File: src/inc/afd_pkg.sv
/*
 * constants for the feature and power command decoder: register indexes,
 * command and feature codes, field positions and reset values.
 * assumes a 32-bit axi4-lite bus; each index sits at byte address index*4.
 */
package afd_pkg;
  // ==========================================================================
  // register indexes (byte address = index * 4)
  localparam logic [5:0] IDX_FEATURE  = 6'h01;
  localparam logic [5:0] IDX_SECCNT   = 6'h02;
  localparam logic [5:0] IDX_SECNUM   = 6'h03;
  localparam logic [5:0] IDX_CYL_LO   = 6'h04;
  localparam logic [5:0] IDX_CYL_HI   = 6'h05;
  localparam logic [5:0] IDX_DEVHEAD  = 6'h06;
  localparam logic [5:0] IDX_COMMAND  = 6'h07;
  localparam logic [5:0] IDX_STATUS   = 6'h08;
  localparam logic [5:0] IDX_CONFIG   = 6'h09;
  localparam logic [5:0] IDX_MODES    = 6'h0a;

  // ==========================================================================
  // command codes
  localparam logic [7:0] CMD_SET_FEATURES = 8'hef;
  localparam logic [7:0] CMD_SET_MULTIPLE = 8'hc6;
  localparam logic [7:0] CMD_SLEEP_A      = 8'h99;
  localparam logic [7:0] CMD_SLEEP_B      = 8'he6;
  localparam logic [7:0] CMD_STANDBY_A    = 8'h96;
  localparam logic [7:0] CMD_STANDBY_B    = 8'he2;

  // ==========================================================================
  // feature codes
  localparam logic [7:0] FEA_8BIT_ON    = 8'h01;
  localparam logic [7:0] FEA_WCACHE_ON  = 8'h02;
  localparam logic [7:0] FEA_XFER_MODE  = 8'h03;
  localparam logic [7:0] FEA_APM_ON     = 8'h05;
  localparam logic [7:0] FEA_EXTPWR_ON  = 8'h09;
  localparam logic [7:0] FEA_PL1_ON     = 8'h0a;
  localparam logic [7:0] FEA_ECC_VENDOR = 8'h44;
  localparam logic [7:0] FEA_LA_OFF     = 8'h55;
  localparam logic [7:0] FEA_KEEP_ON    = 8'h66;
  localparam logic [7:0] FEA_NOP_A      = 8'h69;
  localparam logic [7:0] FEA_8BIT_OFF   = 8'h81;
  localparam logic [7:0] FEA_WCACHE_OFF = 8'h82;
  localparam logic [7:0] FEA_APM_OFF    = 8'h85;
  localparam logic [7:0] FEA_EXTPWR_OFF = 8'h89;
  localparam logic [7:0] FEA_PL1_OFF    = 8'h8a;
  localparam logic [7:0] FEA_NOP_B      = 8'h96;
  localparam logic [7:0] FEA_LEGACY     = 8'h97;
  localparam logic [7:0] FEA_HOST_CUR   = 8'h9a;
  localparam logic [7:0] FEA_LA_ON      = 8'haa;
  localparam logic [7:0] FEA_ECC_FOUR   = 8'hbb;
  localparam logic [7:0] FEA_KEEP_OFF   = 8'hcc;

  // transfer type in sector count bits 7:3, mode in bits 2:0
  localparam logic [4:0] XFER_PIO_DEF = 5'h00;
  localparam logic [4:0] XFER_PIO     = 5'h01;
  localparam logic [4:0] XFER_MDMA    = 5'h04;
  localparam int         XFER_TYPE_LSB = 3;
  localparam int         DRIVE_BIT     = 4;

  // ==========================================================================
  // readback field positions
  localparam int ST_BUSY  = 0;
  localparam int ST_ERR   = 1;
  localparam int ST_ABORT = 2;
  localparam int ST_DONE  = 3;
  localparam int ST_FLUSH = 4;
  localparam int ST_SLEEP = 5;
  localparam int ST_STBY  = 6;
  localparam int CF_8BIT  = 0;
  localparam int CF_WC    = 1;
  localparam int CF_APM   = 2;
  localparam int CF_EXT   = 3;
  localparam int CF_PL1   = 4;
  localparam int CF_ECCV  = 5;
  localparam int CF_LA    = 6;
  localparam int CF_KEEP  = 7;
  localparam int MD_PIO   = 0;
  localparam int MD_MDMA  = 4;
  localparam int MD_HCUR  = 8;
  localparam int MD_MULTI = 16;

  // ==========================================================================
  // reset values
  localparam logic       RST_WCACHE = 1'b0;
  localparam logic       RST_LA     = 1'b1;
  localparam logic [2:0] RST_PIO    = 3'h0;
  localparam logic [2:0] RST_MDMA   = 3'h0;

  localparam logic [1:0] RESP_OKAY   = 2'h0;
  localparam logic [1:0] RESP_SLVERR = 2'h2;
endpackage

File: src/design/afd_decoder.sv
/*
 * feature and power command decoder: task-file registers over axi4-lite,
 * set features / set multiple / sleep / standby execution, mode outputs.
 * assumes flush_done and data_reg_access come from logic on aclk.
 */
`timescale 1ns/1ps
// ============================================================================
// Summary of operation
// - command efh runs feature from feature register
// - 01h forces byte lanes, wide indicator held off
// - 81h restores sixteen-bit data register transfers
// - 02h enables write cache, 82h disables it
// - cache disable flushes before command completes
// - 03h sets transfer type and mode number
// - exactly one pio and dma mode always
// - 05h enables, 85h disables advanced power management
// - 09h enables, 89h disables extended power
// - 0ah allows, 8ah forbids power level 1
// - 44h vendor ecc length, bbh four bytes
// - 55h disables, aah enables read look-ahead
// - 66h keeps settings, cch restores soft-reset defaults
// - 69h, 96h, 97h accepted with no effect
// - 9ah records host current capability
// - c6h sets sectors per block, drive bit
// - 99h or e6h enters sleep
// - 96h or e2h enters standby
module afd_decoder #(
  parameter int          ADDR_W    = 8,
  parameter int          MAX_PIO   = 6,
  parameter int          MAX_MDMA  = 4,
  parameter bit          HAS_WCACHE = 1'b1,
  parameter bit          HAS_DMA   = 1'b1,
  parameter bit          DRIVE_SEL = 1'b0
) (
  input  wire logic              aclk,
  input  wire logic              aresetn,
  input  wire logic              ce,
  input  wire logic [ADDR_W-1:0] s_axi_awaddr,
  input  wire logic              s_axi_awvalid,
  output logic                   s_axi_awready,
  input  wire logic [31:0]       s_axi_wdata,
  input  wire logic [3:0]        s_axi_wstrb,
  input  wire logic              s_axi_wvalid,
  output logic                   s_axi_wready,
  output logic [1:0]             s_axi_bresp,
  output logic                   s_axi_bvalid,
  input  wire logic              s_axi_bready,
  input  wire logic [ADDR_W-1:0] s_axi_araddr,
  input  wire logic              s_axi_arvalid,
  output logic                   s_axi_arready,
  output logic [31:0]            s_axi_rdata,
  output logic [1:0]             s_axi_rresp,
  output logic                   s_axi_rvalid,
  input  wire logic              s_axi_rready,
  input  wire logic              data_reg_access,
  input  wire logic              flush_done,
  input  wire logic              soft_reset_req,
  output logic                   wide_io_indicator_n,
  output logic                   eight_bit_mode,
  output logic                   write_cache_on,
  output logic                   flush_req,
  output logic                   apm_on,
  output logic                   ext_power_on,
  output logic                   power_level1_on,
  output logic                   ecc_vendor_len,
  output logic                   look_ahead_on,
  output logic [2:0]             pio_mode,
  output logic [2:0]             mdma_mode,
  output logic [7:0]             host_current,
  output logic [7:0]             multiple_count,
  output logic                   sleep_mode,
  output logic                   standby_mode,
  output logic                   cmd_busy
);
  // ==========================================================================
  // elaboration checks
  if (ADDR_W < 8 || ADDR_W > 32 || MAX_PIO > 7 || MAX_MDMA > 7) begin : gen_param_check
    $error("afd_decoder: unsupported parameter values");
  end

  // ==========================================================================
  // state
  typedef enum logic [1:0] {FSM_IDLE, FSM_EXEC, FSM_FLUSH} afd_fsm_e;

  typedef struct packed {
    logic       awready;
    logic       wready;
    logic       bvalid;
    logic [1:0] bresp;
    logic       arready;
    logic       rvalid;
    logic [31:0] rdata;
    logic [1:0] rresp;
    logic [5:0] awidx;
    logic [7:0] wbyte;
    logic       wlane;
    logic [7:0] feature;
    logic [7:0] seccnt;
    logic [7:0] secnum;
    logic [7:0] cyl_lo;
    logic [7:0] cyl_hi;
    logic [7:0] devhead;
    logic [7:0] command;
    afd_fsm_e   fsm;
    logic       busy;
    logic       err;
    logic       abort;
    logic       done;
    logic       flush_req;
    logic       sleep;
    logic       standby;
    logic       wide_io_n;
    logic       eight_bit;
    logic       wcache;
    logic       apm;
    logic       ext_pwr;
    logic       pl1;
    logic       ecc_vendor;
    logic       look_ahead;
    logic       keep;
    logic [2:0] pio;
    logic [2:0] mdma;
    logic [7:0] host_cur;
    logic [7:0] multi;
  } afd_state_s;

  localparam afd_state_s ST_RST = '{awready: 1'b1, wready: 1'b1, arready: 1'b1,
    fsm: FSM_IDLE, wide_io_n: 1'b1, wcache: afd_pkg::RST_WCACHE,
    look_ahead: afd_pkg::RST_LA, pio: afd_pkg::RST_PIO, mdma: afd_pkg::RST_MDMA,
    default: '0};

  afd_state_s st;
  afd_state_s next_st;

  // ==========================================================================
  // functions
  function automatic logic reg_known(input logic [5:0] idx);
    reg_known = (idx >= afd_pkg::IDX_FEATURE) && (idx <= afd_pkg::IDX_MODES);
  endfunction

  function automatic logic [31:0] reg_read(input afd_state_s s, input logic [5:0] idx);
    logic [31:0] v;
    v = '0;
    case (idx)
      afd_pkg::IDX_SECCNT:  v[7:0] = s.seccnt;
      afd_pkg::IDX_SECNUM:  v[7:0] = s.secnum;
      afd_pkg::IDX_CYL_LO:  v[7:0] = s.cyl_lo;
      afd_pkg::IDX_CYL_HI:  v[7:0] = s.cyl_hi;
      afd_pkg::IDX_DEVHEAD: v[7:0] = s.devhead;
      afd_pkg::IDX_STATUS: begin
        v[afd_pkg::ST_BUSY]  = s.busy;
        v[afd_pkg::ST_ERR]   = s.err;
        v[afd_pkg::ST_ABORT] = s.abort;
        v[afd_pkg::ST_DONE]  = s.done;
        v[afd_pkg::ST_FLUSH] = s.flush_req;
        v[afd_pkg::ST_SLEEP] = s.sleep;
        v[afd_pkg::ST_STBY]  = s.standby;
      end
      afd_pkg::IDX_CONFIG: begin
        v[afd_pkg::CF_8BIT] = s.eight_bit;
        v[afd_pkg::CF_WC]   = s.wcache;
        v[afd_pkg::CF_APM]  = s.apm;
        v[afd_pkg::CF_EXT]  = s.ext_pwr;
        v[afd_pkg::CF_PL1]  = s.pl1;
        v[afd_pkg::CF_ECCV] = s.ecc_vendor;
        v[afd_pkg::CF_LA]   = s.look_ahead;
        v[afd_pkg::CF_KEEP] = s.keep;
      end
      afd_pkg::IDX_MODES: begin
        v[afd_pkg::MD_PIO +: 3]   = s.pio;
        v[afd_pkg::MD_MDMA +: 3]  = s.mdma;
        v[afd_pkg::MD_HCUR +: 8]  = s.host_cur;
        v[afd_pkg::MD_MULTI +: 8] = s.multi;
      end
      default: v = '0;
    endcase
    reg_read = v;
  endfunction

  // ==========================================================================
  // next state
  always_comb begin
    next_st = st;
    next_st.wide_io_n = !(data_reg_access && !st.eight_bit);

    // write channels, taken in either order
    if (st.awready && s_axi_awvalid) begin
      next_st.awready = 1'b0;
      next_st.awidx   = s_axi_awaddr[7:2];
    end
    if (st.wready && s_axi_wvalid) begin
      next_st.wready = 1'b0;
      next_st.wbyte  = s_axi_wdata[7:0];
      next_st.wlane  = s_axi_wstrb[0];
    end
    if (st.bvalid && s_axi_bready) begin
      next_st.bvalid  = 1'b0;
      next_st.awready = 1'b1;
      next_st.wready  = 1'b1;
    end
    if (!st.awready && !st.wready && !st.bvalid) begin
      next_st.bvalid = 1'b1;
      next_st.bresp  = reg_known(st.awidx) ? afd_pkg::RESP_OKAY : afd_pkg::RESP_SLVERR;
      // task file is frozen while a command runs
      if (st.wlane && !st.busy) begin
        case (st.awidx)
          afd_pkg::IDX_FEATURE: next_st.feature = st.wbyte;
          afd_pkg::IDX_SECCNT:  next_st.seccnt  = st.wbyte;
          afd_pkg::IDX_SECNUM:  next_st.secnum  = st.wbyte;
          afd_pkg::IDX_CYL_LO:  next_st.cyl_lo  = st.wbyte;
          afd_pkg::IDX_CYL_HI:  next_st.cyl_hi  = st.wbyte;
          afd_pkg::IDX_DEVHEAD: next_st.devhead = st.wbyte;
          afd_pkg::IDX_COMMAND: begin
            next_st.command = st.wbyte;
            next_st.busy    = 1'b1;
            next_st.done    = 1'b0;
            next_st.err     = 1'b0;
            next_st.abort   = 1'b0;
            next_st.fsm     = FSM_EXEC;
          end
          default: next_st.fsm = st.fsm;
        endcase
      end
    end

    // read channel
    if (st.arready && s_axi_arvalid) begin
      next_st.arready = 1'b0;
      next_st.rvalid  = 1'b1;
      next_st.rdata   = reg_read(st, s_axi_araddr[7:2]);
      next_st.rresp   = reg_known(s_axi_araddr[7:2]) ? afd_pkg::RESP_OKAY : afd_pkg::RESP_SLVERR;
    end
    if (st.rvalid && s_axi_rready) begin
      next_st.rvalid  = 1'b0;
      next_st.arready = 1'b1;
    end

    // command execution
    case (st.fsm)
      FSM_EXEC: begin
        next_st.fsm  = FSM_IDLE;
        next_st.busy = 1'b0;
        next_st.done = 1'b1;
        // another drive's command is dropped without effect
        if (st.devhead[afd_pkg::DRIVE_BIT] != DRIVE_SEL) begin
          next_st.done = 1'b0;
        end else begin
          case (st.command)
            afd_pkg::CMD_SET_FEATURES: begin
              case (st.feature)
                afd_pkg::FEA_8BIT_ON:    next_st.eight_bit = 1'b1;
                afd_pkg::FEA_8BIT_OFF:   next_st.eight_bit = 1'b0;
                afd_pkg::FEA_APM_ON:     next_st.apm = 1'b1;
                afd_pkg::FEA_APM_OFF:    next_st.apm = 1'b0;
                afd_pkg::FEA_EXTPWR_ON:  next_st.ext_pwr = 1'b1;
                afd_pkg::FEA_EXTPWR_OFF: next_st.ext_pwr = 1'b0;
                afd_pkg::FEA_PL1_ON:     next_st.pl1 = 1'b1;
                afd_pkg::FEA_PL1_OFF:    next_st.pl1 = 1'b0;
                afd_pkg::FEA_ECC_VENDOR: next_st.ecc_vendor = 1'b1;
                afd_pkg::FEA_ECC_FOUR:   next_st.ecc_vendor = 1'b0;
                afd_pkg::FEA_LA_OFF:     next_st.look_ahead = 1'b0;
                afd_pkg::FEA_LA_ON:      next_st.look_ahead = 1'b1;
                afd_pkg::FEA_KEEP_ON:    next_st.keep = 1'b1;
                afd_pkg::FEA_KEEP_OFF:   next_st.keep = 1'b0;
                afd_pkg::FEA_NOP_A, afd_pkg::FEA_NOP_B, afd_pkg::FEA_LEGACY: begin
                  next_st.done = 1'b1;
                end
                afd_pkg::FEA_HOST_CUR:   next_st.host_cur = st.seccnt;
                afd_pkg::FEA_WCACHE_ON: begin
                  if (HAS_WCACHE) next_st.wcache = 1'b1;
                  else begin
                    next_st.err   = 1'b1;
                    next_st.abort = 1'b1;
                  end
                end
                afd_pkg::FEA_WCACHE_OFF: begin
                  if (HAS_WCACHE) begin
                    // stop caching now; completion waits on the media flush
                    next_st.wcache    = 1'b0;
                    next_st.flush_req = 1'b1;
                    next_st.busy      = 1'b1;
                    next_st.done      = 1'b0;
                    next_st.fsm       = FSM_FLUSH;
                  end else begin
                    next_st.err   = 1'b1;
                    next_st.abort = 1'b1;
                  end
                end
                afd_pkg::FEA_XFER_MODE: begin
                  // modes are held as numbers, so one of each is always chosen
                  case (st.seccnt[7:afd_pkg::XFER_TYPE_LSB])
                    afd_pkg::XFER_PIO_DEF: next_st.pio = afd_pkg::RST_PIO;
                    afd_pkg::XFER_PIO: begin
                      if (int'(st.seccnt[2:0]) <= MAX_PIO) next_st.pio = st.seccnt[2:0];
                      else begin
                        next_st.err   = 1'b1;
                        next_st.abort = 1'b1;
                      end
                    end
                    afd_pkg::XFER_MDMA: begin
                      if (HAS_DMA && int'(st.seccnt[2:0]) <= MAX_MDMA) begin
                        next_st.mdma = st.seccnt[2:0];
                      end else begin
                        next_st.err   = 1'b1;
                        next_st.abort = 1'b1;
                      end
                    end
                    default: begin
                      next_st.err   = 1'b1;
                      next_st.abort = 1'b1;
                    end
                  endcase
                end
                default: begin
                  next_st.err   = 1'b1;
                  next_st.abort = 1'b1;
                end
              endcase
            end
            afd_pkg::CMD_SET_MULTIPLE: next_st.multi = st.seccnt;
            afd_pkg::CMD_SLEEP_A, afd_pkg::CMD_SLEEP_B: begin
              next_st.sleep   = 1'b1;
              next_st.standby = 1'b0;
            end
            afd_pkg::CMD_STANDBY_A, afd_pkg::CMD_STANDBY_B: begin
              next_st.standby = 1'b1;
              next_st.sleep   = 1'b0;
            end
            default: begin
              next_st.err   = 1'b1;
              next_st.abort = 1'b1;
            end
          endcase
        end
      end
      FSM_FLUSH: begin
        if (flush_done) begin
          next_st.flush_req = 1'b0;
          next_st.busy      = 1'b0;
          next_st.done      = 1'b1;
          next_st.fsm       = FSM_IDLE;
        end
      end
      // idle must not undo a command write that armed execution above
      FSM_IDLE: ;
      default: next_st.fsm = FSM_IDLE;
    endcase

    // soft reset wakes the card; defaults return unless 66h is in force
    if (soft_reset_req) begin
      next_st.sleep   = 1'b0;
      next_st.standby = 1'b0;
      if (!st.keep) begin
        next_st.eight_bit  = 1'b0;
        next_st.apm        = 1'b0;
        next_st.ext_pwr    = 1'b0;
        next_st.pl1        = 1'b0;
        next_st.ecc_vendor = 1'b0;
        next_st.look_ahead = afd_pkg::RST_LA;
        next_st.pio        = afd_pkg::RST_PIO;
        next_st.mdma       = afd_pkg::RST_MDMA;
        // a cache with unflushed data is not dropped here
        if (st.fsm != FSM_FLUSH) next_st.wcache = afd_pkg::RST_WCACHE;
      end
    end
  end

  always_ff @(posedge aclk) begin
    if (!aresetn) begin
      st <= ST_RST;
    end else if (ce) begin
      st <= next_st;
    end
  end

  // ==========================================================================
  // outputs
  assign s_axi_awready       = st.awready;
  assign s_axi_wready        = st.wready;
  assign s_axi_bvalid        = st.bvalid;
  assign s_axi_bresp         = st.bresp;
  assign s_axi_arready       = st.arready;
  assign s_axi_rvalid        = st.rvalid;
  assign s_axi_rdata         = st.rdata;
  assign s_axi_rresp         = st.rresp;
  assign wide_io_indicator_n = st.wide_io_n;
  assign eight_bit_mode      = st.eight_bit;
  assign write_cache_on      = st.wcache;
  assign flush_req           = st.flush_req;
  assign apm_on              = st.apm;
  assign ext_power_on        = st.ext_pwr;
  assign power_level1_on     = st.pl1;
  assign ecc_vendor_len      = st.ecc_vendor;
  assign look_ahead_on       = st.look_ahead;
  assign pio_mode            = st.pio;
  assign mdma_mode           = st.mdma;
  assign host_current        = st.host_cur;
  assign multiple_count      = st.multi;
  assign sleep_mode          = st.sleep;
  assign standby_mode        = st.standby;
  assign cmd_busy            = st.busy;

  // ==========================================================================
  // assertions
  logic exec_hit;
  logic [15:0] cfg_vec;
  assign exec_hit = ce && st.fsm == FSM_EXEC && st.devhead[afd_pkg::DRIVE_BIT] == DRIVE_SEL
                    && !soft_reset_req;
  assign cfg_vec = {st.eight_bit, st.wcache, st.apm, st.ext_pwr, st.pl1, st.ecc_vendor,
                    st.look_ahead, st.keep, 2'b00, st.pio, st.mdma};
endmodule

File: config.mk
export PLATFORM = sky130hd
export DESIGN_NAME = afd_decoder
export DESIGN_NICKNAME = d
export VERILOG_FILES = /design/src/inc/afd_pkg.sv /design/src/design/afd_decoder.sv
export SDC_FILE = /design/constraint.sdc
export NUM_CORES = 1
export LEC_CHECK = 0
export BUFFER_PORTS_ARGS = -buffer_cell sky130_fd_sc_hd__buf_2
export CAP_MARGIN = 20
export CORE_ASPECT_RATIO = 1.4
export CORE_MARGIN = 3
export CORE_UTILIZATION = 44
export DETAILED_ROUTE_END_ITERATION = 7
export GPL_ROUTABILITY_DRIVEN = 0
export HOLD_SLACK_MARGIN = 0.06
export MAX_ROUTING_LAYER = met4
export PLACE_DENSITY = 0.65
export SETUP_SLACK_MARGIN = 0.15
export SLEW_MARGIN = 10
export SYNTH_ARGS = -nofsm -noshare
export SYNTH_HDL_FRONTEND = slang
export SYNTH_SLANG_ARGS = --single-unit
File: constraint.sdc
create_clock -name aclk -period 1.9 [get_ports aclk]
set_clock_uncertainty 0.1 [all_clocks]
set_input_delay 0.285 -clock aclk [delete_from_list [all_inputs] [get_ports aclk]]
set_output_delay 0.285 -clock aclk [all_outputs]
set_load 0.01 [all_outputs]
* After elaboration in Yosys (flattened, before gate mapping)
Cells that the tools add are included.
W data, S select, Z words.
** Storage, ports and cells
- Register bits after elaboration :: 144
- Logic and storage cells :: 211
** Operators by class
- Order comparisons :: 6
- Equal/unequal tests :: 52
- Mux-type cells :: 62
- Bitwise logic cells :: 1
- Reductions and logical operators :: 51
** Operators with widths (number)
- $eq A8 B8 Y1 const B :: 17
- $mux W30 :: 2
- $pmux W3 S8 :: 2
- $eq A6 B3 Y1 const B :: 7
- $mux W36 :: 1
- $reduce_and A4 Y1 :: 9
- $eq A8 B7 Y1 const B :: 4
- $mux W6 :: 5
- $mux W3 :: 9
- $eq A6 B2 Y1 const B :: 4
- $mux W2 :: 11
- $mux W22 :: 1
- $reduce_or A20 Y1 :: 1
- $eq A6 B4 Y1 const B :: 3
- $pmux W1 S2 :: 9
- $eq A8 B2 Y1 const B :: 2
- $eq A8 B4 Y1 const B :: 2
- $mux W16 :: 1
- $mux W8 :: 2
- $pmux W2 S2 :: 4
- $reduce_and A2 Y1 :: 8
- $mux W7 :: 2
- $reduce_bool A2 Y1 :: 7
- $ge A6 B1 Y1 const B :: 2
- 28 further kinds :: 57

* Logic depth before layout (Yosys ltp)
Gate-level depths: netlist of run 1.
- Depth after elaboration :: 10
- Depth in mapped cells :: 8
- Gate-level depth less buffers :: 7

* Least setup slack after synthesis of run 1
No wires, ideal clock.
- Kind :: register to register
- From :: register st[39] (netlist bit)
- To :: register st, in the netlist multiple_count[0]
- Data arrival time :: 1.855 ns
- Data required time :: 1.684 ns
- Slack :: -0.171 ns
- Cell stages (with the launch flop) :: 8
- Buffers on the path :: 0
- Cells stage by stage :: dfxtp_1 -> inv_1 -> ha_1 -> nor2b_1 -> nand2_1 -> nor4_4 -> mux2i_1 -> nor2b_1
** Between the ends
- Cells in the longest elaborated chain, start to end :: 2
** RTL lines
- start, declared :: line afd_decoder.sv:132 : afd_state_s st;
- start signal, assigned :: line afd_decoder.sv:372 : st <= next_st;
- $eq A2 B1 Y1 :: line afd_decoder.sv:239 : case (st.fsm)
- $reduce_and A4 Y1 (no source line)
Every way passes these cells.
A chain may end at the register's enable or synchronous reset.

* Final worst setup path of run 1
- From :: register st[93] (netlist bit)
- To :: register st, in the netlist host_current[4]
** Between the ends
- Cells in the longest elaborated chain, start to end :: 2
** RTL lines
- $eq A8 B8 Y1 :: line afd_decoder.sv:250 : case (st.feature)
- $reduce_and A5 Y1 (no source line)
Every way passes these cells.

==> results of run 1 <==
cells in the final DEF, fill, tap and decap left out, types with 5 or more instances in the layout:
cell             n
a21boi_0        27
a21o_1           6
a21oi_1         13
a22oi_1         24
a31oi_1          7
a41oi_1          5
and3_1          16
buf_2           95
buf_4          105
buf_6           17
clkbuf_16       17
conb_1          10
dfxtp_1        125
dfxtp_2         12
dfxtp_4          5
dlygate4sd3_1   19
inv_1            7
mux2i_1         31
nand2_1         74
nand2b_1         9
nand3_1         62
nand3_2         19
nand4_1         14
nor2_1          17
nor2b_1         39
nor3_1           6
nor4_4           5
o21ai_0         41
o21ai_1         19
area by class of cell:
class	count	area, um2
clock inverters	10	115.1
inverters	10	40.04
multi-input cells	567	3969
well taps	196	245.2
flip-flops and latches	142	2877
repair buffers	243	1783
clock buffers	21	460.4
fillers	1331	6118
flip-flops by register name, indices dropped and copies added (netlist names), 3 cells and up:
signal,cells
host_current,8
pio_mode,3
mdma_mode,3
st,76
s_axi_rdata,24
multiple_count,8
cells by family (layout without fill, tap and decap cells):
group	count (synthesis)	after routing	synth area share, %
xor+xnor	1	1	0.1250
flops	142	142	40.55
mux	31	31	4.426
other cells	1	10	0.05349
simple gates	330	331	25.93
buf+inv	125	284	10.01
fa+ha+maj	4	4	0.7139
compound gates	190	190	18.19
worst max-delay path, delay by kind of cell (launching register included):
| kind | cells | cell delay [ns] |
|---|---|---|
| mux | 1 | 0.20 |
| buf+inv | 1 | 0.18 |
| simple gates | 3 | 0.93 |
| flops | 1 | 0.38 |
path summary, 6_finish.rpt:
check / startpoint / to / slack [ns]
worst max-delay path: st[93] / host_current[4] / 0.002
worst min-delay path: s_axi_arvalid / s_axi_arready / 0.07
worst max register to register: st[93] / host_current[4] / 0.002
worst min register to register: s_axi_rdata[6] / s_axi_rdata[6] / 0.35
what timing repair did:
item / in CTS / in global routing
hold buffers: 19 / 0
pin swaps: 36 / 26
endpoints found under the setup margin: 75 / 97
gates cloned: 3 / 1
endpoints found under the hold margin: 19 / 0
gates resized for setup: 74 / 49
setup buffers: 14 / 12
routing by layer:
layer	GRT usage, %	vias up
met4	15.35	0
li1	-	3227
met2	42.82	227
met5	-	-
met1	26.51	3130
met3	4.125	70
Yosys cell counts, types with 4 or more instances:
| master | n | area share [%] |
|---|---|---|
| nor4b_1 | 4 | 0.50 |
| o21ai_0 | 64 | 4.6 |
| dfxtp_1 | 142 | 41 |
| mux2i_1 | 31 | 4.4 |
| nand2_1 | 76 | 4.1 |
| nor2_1 | 23 | 1.2 |
| nor3b_1 | 6 | 0.64 |
| clkbuf_1 | 44 | 2.4 |
| inv_1 | 9 | 0.48 |
| a31oi_1 | 7 | 0.62 |
| a21boi_0 | 30 | 3.2 |
| a31o_2 | 6 | 0.75 |
| a41oi_1 | 6 | 0.75 |
| nor4_1 | 9 | 0.80 |
| buf_4 | 58 | 6.2 |
| o31ai_1 | 4 | 0.43 |
| nand3_1 | 84 | 6.0 |
| a21o_1 | 6 | 0.64 |
| a22oi_1 | 24 | 2.6 |
| and2_1 | 5 | 0.45 |
| a21oi_1 | 13 | 0.93 |
| ha_1 | 4 | 0.71 |
| nand4_1 | 14 | 1.2 |
| buf_1 | 8 | 0.43 |
| and3_1 | 17 | 1.5 |
| nor2b_1 | 40 | 3.6 |
| nand2b_1 | 11 | 0.98 |
| nor3_1 | 11 | 0.79 |
report_power, final:
part	internal [mW]	switching [mW]	leakage, nW	total, mW
clock	1.99	1.26	0.275	3.24
sequential	3.00	0.0212	1.16	3.02
combinational	0.170	0.224	2.37	0.394
stage by stage:
stage | area, um2 | instances
6_report | 9489 | 1189
2_1_floorplan | 7258 | 833
3_3_place_gp | 8056 | 1109
3_5_place_dp | 8056 | 1109
5_1_grt | 9489 | 1189
4_1_cts | 9223 | 1176
==> flow_metrics.py, run 1 <==
metrics = {
    "run_status": {
        "outcome": "finished clean",
    },
    "detailed_routing": {
        "top_layer_used": "met4",
        "detail_route.iter0.violations": 478,
        "dr.pass1.iters": 6,
        "drt_drc_violations_left": 0,
        "final_antenna_net_count": 0,
        "routed-wl-met2_um": 10860,
        "drt-met1-wl_um": 8233,
        "wirelength_um": 21610,
        "met3RoutedLength_um": 1054,
        "routed-via-count": 6654,
        "route.detailed.vias_per_inst": 5.596,
        "route.detailed.wl_per_inst_um": 18.18,
    },
    "synthesis": {
        "ys_warn_count": 0,
        "ys_seq_elements": 142,
        "postSynthCellCount": 824,
        "synthesis.area_per_instance_um2": 8.508,
        "count_of_flip_flops_with_a_built_in_enable_after_synthesis": 0,
        "dominantRegCellSynth": "dfxtp_1",
        "post_synth_instance_area_um2": 7010,
        "sequential_to_total_area_share_from_yosys_stat_pct": 40.55,
        "asyncSetResetFlopFracSynth_pct": 0,
        "synth.distinct_cells": 71,
    },
    "grt": {
        "pin_count_of_the_biggest_net_entering_global_routing": 62,
        "antenna_found_initial": 0,
        "first_pass_grt_wire_length_um": 33420,
        "first_global_vias": 6289,
        "globalRouteOverflowTotal": 0,
        "globalRouteTotalUtil_pct": 24.90,
    },
    "pwr": {
        "power.leakage_nw": 3.801,
        "power.total_mw": 6.659,
        "vdd_drop_max_mv": 0.5735,
        "p_per_area_nw_per_um2": 701.7,
    },
    "timing": {
        "min_period_ns": 1.898,
        "worst_slack_ns": 0.001659,
        "worst-slew-pin-transition_ns": 0.5969,
        "count_of_final_hold_check_violations": 0,
        "rsz0062_at_grt": "true",
        "finalCritPeriodShare_pct": 99.91,
        "final_report_setup_violation_count": 0,
        "maxSlewHeadroom_pct": 59.65,
        "worst_hold_margin_ns": 0.07129,
        "finalMaxSlewViolations": 0,
        "setup-tns-final_ns": 0,
        "fmax_ghz": 0.5268,
    },
    "setup_path": {
        "timing.reg2reg.worst_path_depth": 5,
        "cpMaxStageDelayCell": "or4b_4",
        "cp_cell_sequence": "or4b_4, nor4_4, buf_12, mux2i_1, nor2b_1",
        "worstSetupStartpointType": "register",
        "worstPathRequired_ns": 2.12,
        "timing.setup.critical_path_class": "register to register",
        "cp_slowest_stage_delay_ns": 0.56,
        "worstSetupEndpointType": "register",
        "worst_path_arrival_time_ns": 2.12,
        "largest_fanout_on_the_critical_path": 8,
    },
    "placement": {
        "dp_hpwl_um": 15210,
        "port_buffers": 96,
        "dp_worst_setup_slack_ns": -0.09288,
    },
    "clock_tree": {
        "clk_pin_slew_worst_paths_ns": 0.06,
        "htree_num_levels": 4,
        "clk_root_buffer_cell": "clkbuf_16",
        "cts-buffers-inserted": 17,
        "tritoncts_clock_tree": "yes",
        "worstSkewPairLatency_ns": 0.43,
        "deepest_clock_path_buffer_count": 2,
        "numClockSinks": 142,
    },
    "die": {
        "die_h_um": 155.4,
        "core_um2": 15610,
        "floorplan.rows": 54,
        "floorplan.initialDensity_pct": 44.92,
        "die_x_um": 112.7,
        "die_area_um2": 17500,
        "ioPinCount": 138,
    },
    "min_path": {
        "timing.hold.worst_path_depth": 4,
        "min-delay-path-class": "primary input to register",
    },
    "finish": {
        "finish.net_count": 1048,
        "n_antenna_cell": 0,
        "drive_above_1_share_pct": 36.25,
        "fin_util_pct": 60.80,
        "area.growth.synth_to_final_pct": 35.36,
    },
    "job": {
        "max-cap-violations": 0,
    },
}
Power figures use the tool's default switching activity.
==> run 2, diff against run 1 <==
--- a/config.mk
+++ b/config.mk
@@ -10,8 +10,10 @@
 export CORE_ASPECT_RATIO = 1.4
 export CORE_MARGIN = 3
 export CORE_UTILIZATION = 44
+export CTS_CLUSTER_DIAMETER = 30
 export DETAILED_ROUTE_END_ITERATION = 7
 export GPL_ROUTABILITY_DRIVEN = 0
+export GPL_TIMING_DRIVEN = 0
 export HOLD_SLACK_MARGIN = 0.06
 export MAX_ROUTING_LAYER = met4
 export PLACE_DENSITY = 0.65
==> run 2 against run 1 <==
Effect of this change:
- the run now ends with negative setup slack left
- worst setup slack worse by 0.12 ns
- final area up 4.4%
- sequential share of layout area shrank 1.3 points
- count of clock-buffer cells in the layout is 1 lower
- non-clock buffer count increased by 51
- final cell count up 4.1%
- clock power grew 4%
- global-route usage up 2.0 points
- maximum frequency fell by 5.8%
- sequential cell count unchanged
- combinational power rose by 7.4%
- critical endpoint is now ecc_vendor_len
- highest routed layer unchanged
==> flow_metrics.py, run 2 (same netlist as run 1, synthesis figures left out) <==
metrics = {
    "run_status": {
        "outcome": "complete, but fails checks",
        "violations": "negative setup slack",
    },
    "detailed_routing": {
        "final_antenna_net_count": 0,
        "detail_route.iter0.violations": 710,
        "routed-via-count": 7202,
        "wirelength_um": 24530,
        "route.detailed.vias_per_inst": 5.817,
        "dr.pass1.iters": 6,
        "drt_drc_violations_left": 0,
        "route.detailed.wl_per_inst_um": 19.81,
    },
    "finish": {
        "area.growth.synth_to_final_pct": 41.28,
        "fin_cells": 1238,
        "largest_reg_flops": 76,
        "fin_util_pct": 63.46,
        "finish.net_count": 1098,
        "drive_above_1_share_pct": 36.95,
        "top_register": "st",
        "final_cell_area_um2": 9905,
        "layout_commonest_cell": "dfxtp_1",
        "layout.cells.most_common_list": "dfxtp_1, buf_4, buf_2, nand2_1, nand3_1",
        "n_antenna_cell": 0,
    },
    "setup_path": {
        "largest_fanout_on_the_critical_path": 10,
        "critPathLaunch": "aresetn",
        "cp_slowest_stage_delay_ns": 0.64,
        "cp_cell_sequence": "clkbuf_1, clkbuf_1, buf_1, o21ai_0, a21oi_1",
        "crit_buf_inv": 3,
        "regToRegSetupSlack_ns": -0.11,
        "worst_path_arrival_time_ns": 2.26,
        "endpoint_of_the_worst_register_to_register_path": "apm_on",
        "timing.critical_path.max_delay_family": "buffers and inverters",
        "critPathMostFrequentCell": "clkbuf_1",
        "r2r-start": "st[39]",
        "worstSetupStartpointType": "primary input",
        "worstPathRequired_ns": 2.15,
        "cpMaxStageDelayCell": "buf_1",
        "timing.setup.critical_path_class": "primary input to register",
        "worstSetupEndpointType": "register",
        "timing.reg2reg.worst_path_depth": 9,
    },
    "grt": {
        "globalRouteTotalUtil_pct": 26.87,
        "globalRouteOverflowTotal": 0,
        "first_global_vias": 6554,
        "antenna_found_initial": 0,
        "pin_count_of_the_biggest_net_entering_global_routing": 17,
        "first_pass_grt_wire_length_um": 35840,
    },
    "min_path": {
        "timing.hold.worst.start": "data_reg_access",
        "min-delay-path-class": "primary input to register",
        "timing.hold.worst_path_depth": 4,
        "sink_of_the_worst_hold_path": "wide_io_indicator_n",
    },
    "clock_tree": {
        "tritoncts_clock_tree": "yes",
        "cts-buffers-inserted": 17,
        "clk_root_buffer_cell": "clkbuf_16",
        "deepest_clock_path_buffer_count": 2,
        "clk_pin_slew_worst_paths_ns": 0.06,
        "worstSkewPairLatency_ns": 0.42,
        "htree_num_levels": 4,
        "numClockSinks": 142,
    },
    "timing": {
        "worst-slew-pin-transition_ns": 0.7624,
        "rsz0062_at_grt": "true",
        "final_report_setup_violation_count": 39,
        "min_period_ns": 2.015,
        "finalCritPeriodShare_pct": 106.0,
        "maxSlewHeadroom_pct": 49.17,
        "setup-tns-final_ns": -1.463,
        "fmax_ghz": 0.4963,
        "worst_slack_ns": -0.1147,
        "count_of_final_hold_check_violations": 0,
        "finalMaxSlewViolations": 0,
    },
    "die": {
        "die_area_um2": 17500,
        "die_h_um": 155.4,
        "ioPinCount": 138,
        "die_x_um": 112.7,
        "floorplan.initialDensity_pct": 44.92,
        "floorplan.rows": 54,
        "core_um2": 15610,
    },
    "pwr": {
        "share_comb_of_total_power_pct": 6.2,
        "power_frac_seq_pct": 44.4,
        "switchingPower_mw": 1.562,
        "cell_internal_pwr_mw": 5.256,
        "power.total_mw": 6.818,
        "power.clock.fraction_pct": 49.4,
        "vdd_drop_max_mv": 0.5098,
        "power.leakage_nw": 4.009,
        "p_per_area_nw_per_um2": 688.4,
        "netSwitchingFraction_pct": 22.92,
    },
    "placement": {
        "port_buffers": 92,
        "dp_hpwl_um": 16310,
        "instance_area_after_placement_um2": 7964,
        "post-place-cells": 1121,
    },
    "job": {
        "max-cap-violations": 0,
    },
}
## run 2: cell count changes in the layout (fill, tap and decap cells not counted), sizes merged
cell         change
clkbuf          +39
inv              +1
clkinv           -2
bufinv           +1
or2              -1
dlygate4sd3      -2
buf             +13
## run 2: power groups by stage
stage / Sequential [mW] / Combinational, mW / Clock [mW]
floorplan: 3.09 / 0.218 / 0
global placement: 3.10 / 0.356 / 0
detailed placement: 3.10 / 0.357 / 0
CTS: 3.03 / 0.404 / 3.38
global route: 3.03 / 0.456 / 3.51
finish: 3.03 / 0.423 / 3.37
## run 2: worst max path at each step
| stage | end | cells after the start |
|---|---|---|
| floorplan | host_current[0] | 6 |
| global placement | s_axi_rdata[3] | 5 |
| detailed placement | s_axi_rresp[1] | 5 |
| CTS | st[93] | 8 |
| global route | st[93] | 8 |
| finish | ecc_vendor_len | 5 |
## run 2: what timing repair did
item	4_1_cts	5_1_grt
gates cloned	2	3
hold buffers	17	0
endpoints found under the setup margin	129	131
hold endpoints to repair	17	0
pin swaps	34	38
resized for setup	113	90
setup buffers	41	24
## run 2: worst reg2reg max path: stages, from the launching register on
cell and delay, ns:
dfxtp_2 0.33, inv_2 0.07, ha_4 0.14, nor2b_4 0.20
nand2_4 0.11, buf_4 0.16, buf_6 0.11, nor4_4 0.30
a31oi_1 0.15, a31o_2 0.23
## run 2: through the flow
stage / hold WS, ns / worst slack [ns]
after floorplan: 0.3263 / -0.07339
after global placement: 0.3410 / -0.4556
after detailed placement: 0.3423 / -0.4720
after CTS: 0.06342 / -0.07718
after global routing: 0.08624 / -0.1865
final: 0.06360 / -0.1147
## run 2: layer usage
metal  global-route usage, %  share of wire [%]  up-vias
met3                   4.903                7.3      118
met1                   29.59                 37     3328
met2                   45.42                 49      421
li1                        -                  -     3335
met5                       -                  0        -
met4                   15.18                6.8        0
## run 2: area by class of cell
cell class,count,area (um2)
Timing Repair Buffer,179,1285
Inverter,10,45.04
Clock buffer,20,446.7
Clock inverter,10,140.1
Buffer,115,868.3
Sequential cell,142,2873
Tap cell,196,245.2
Multi-Input combinational cell,566,4001
Fill cell,1274,5703
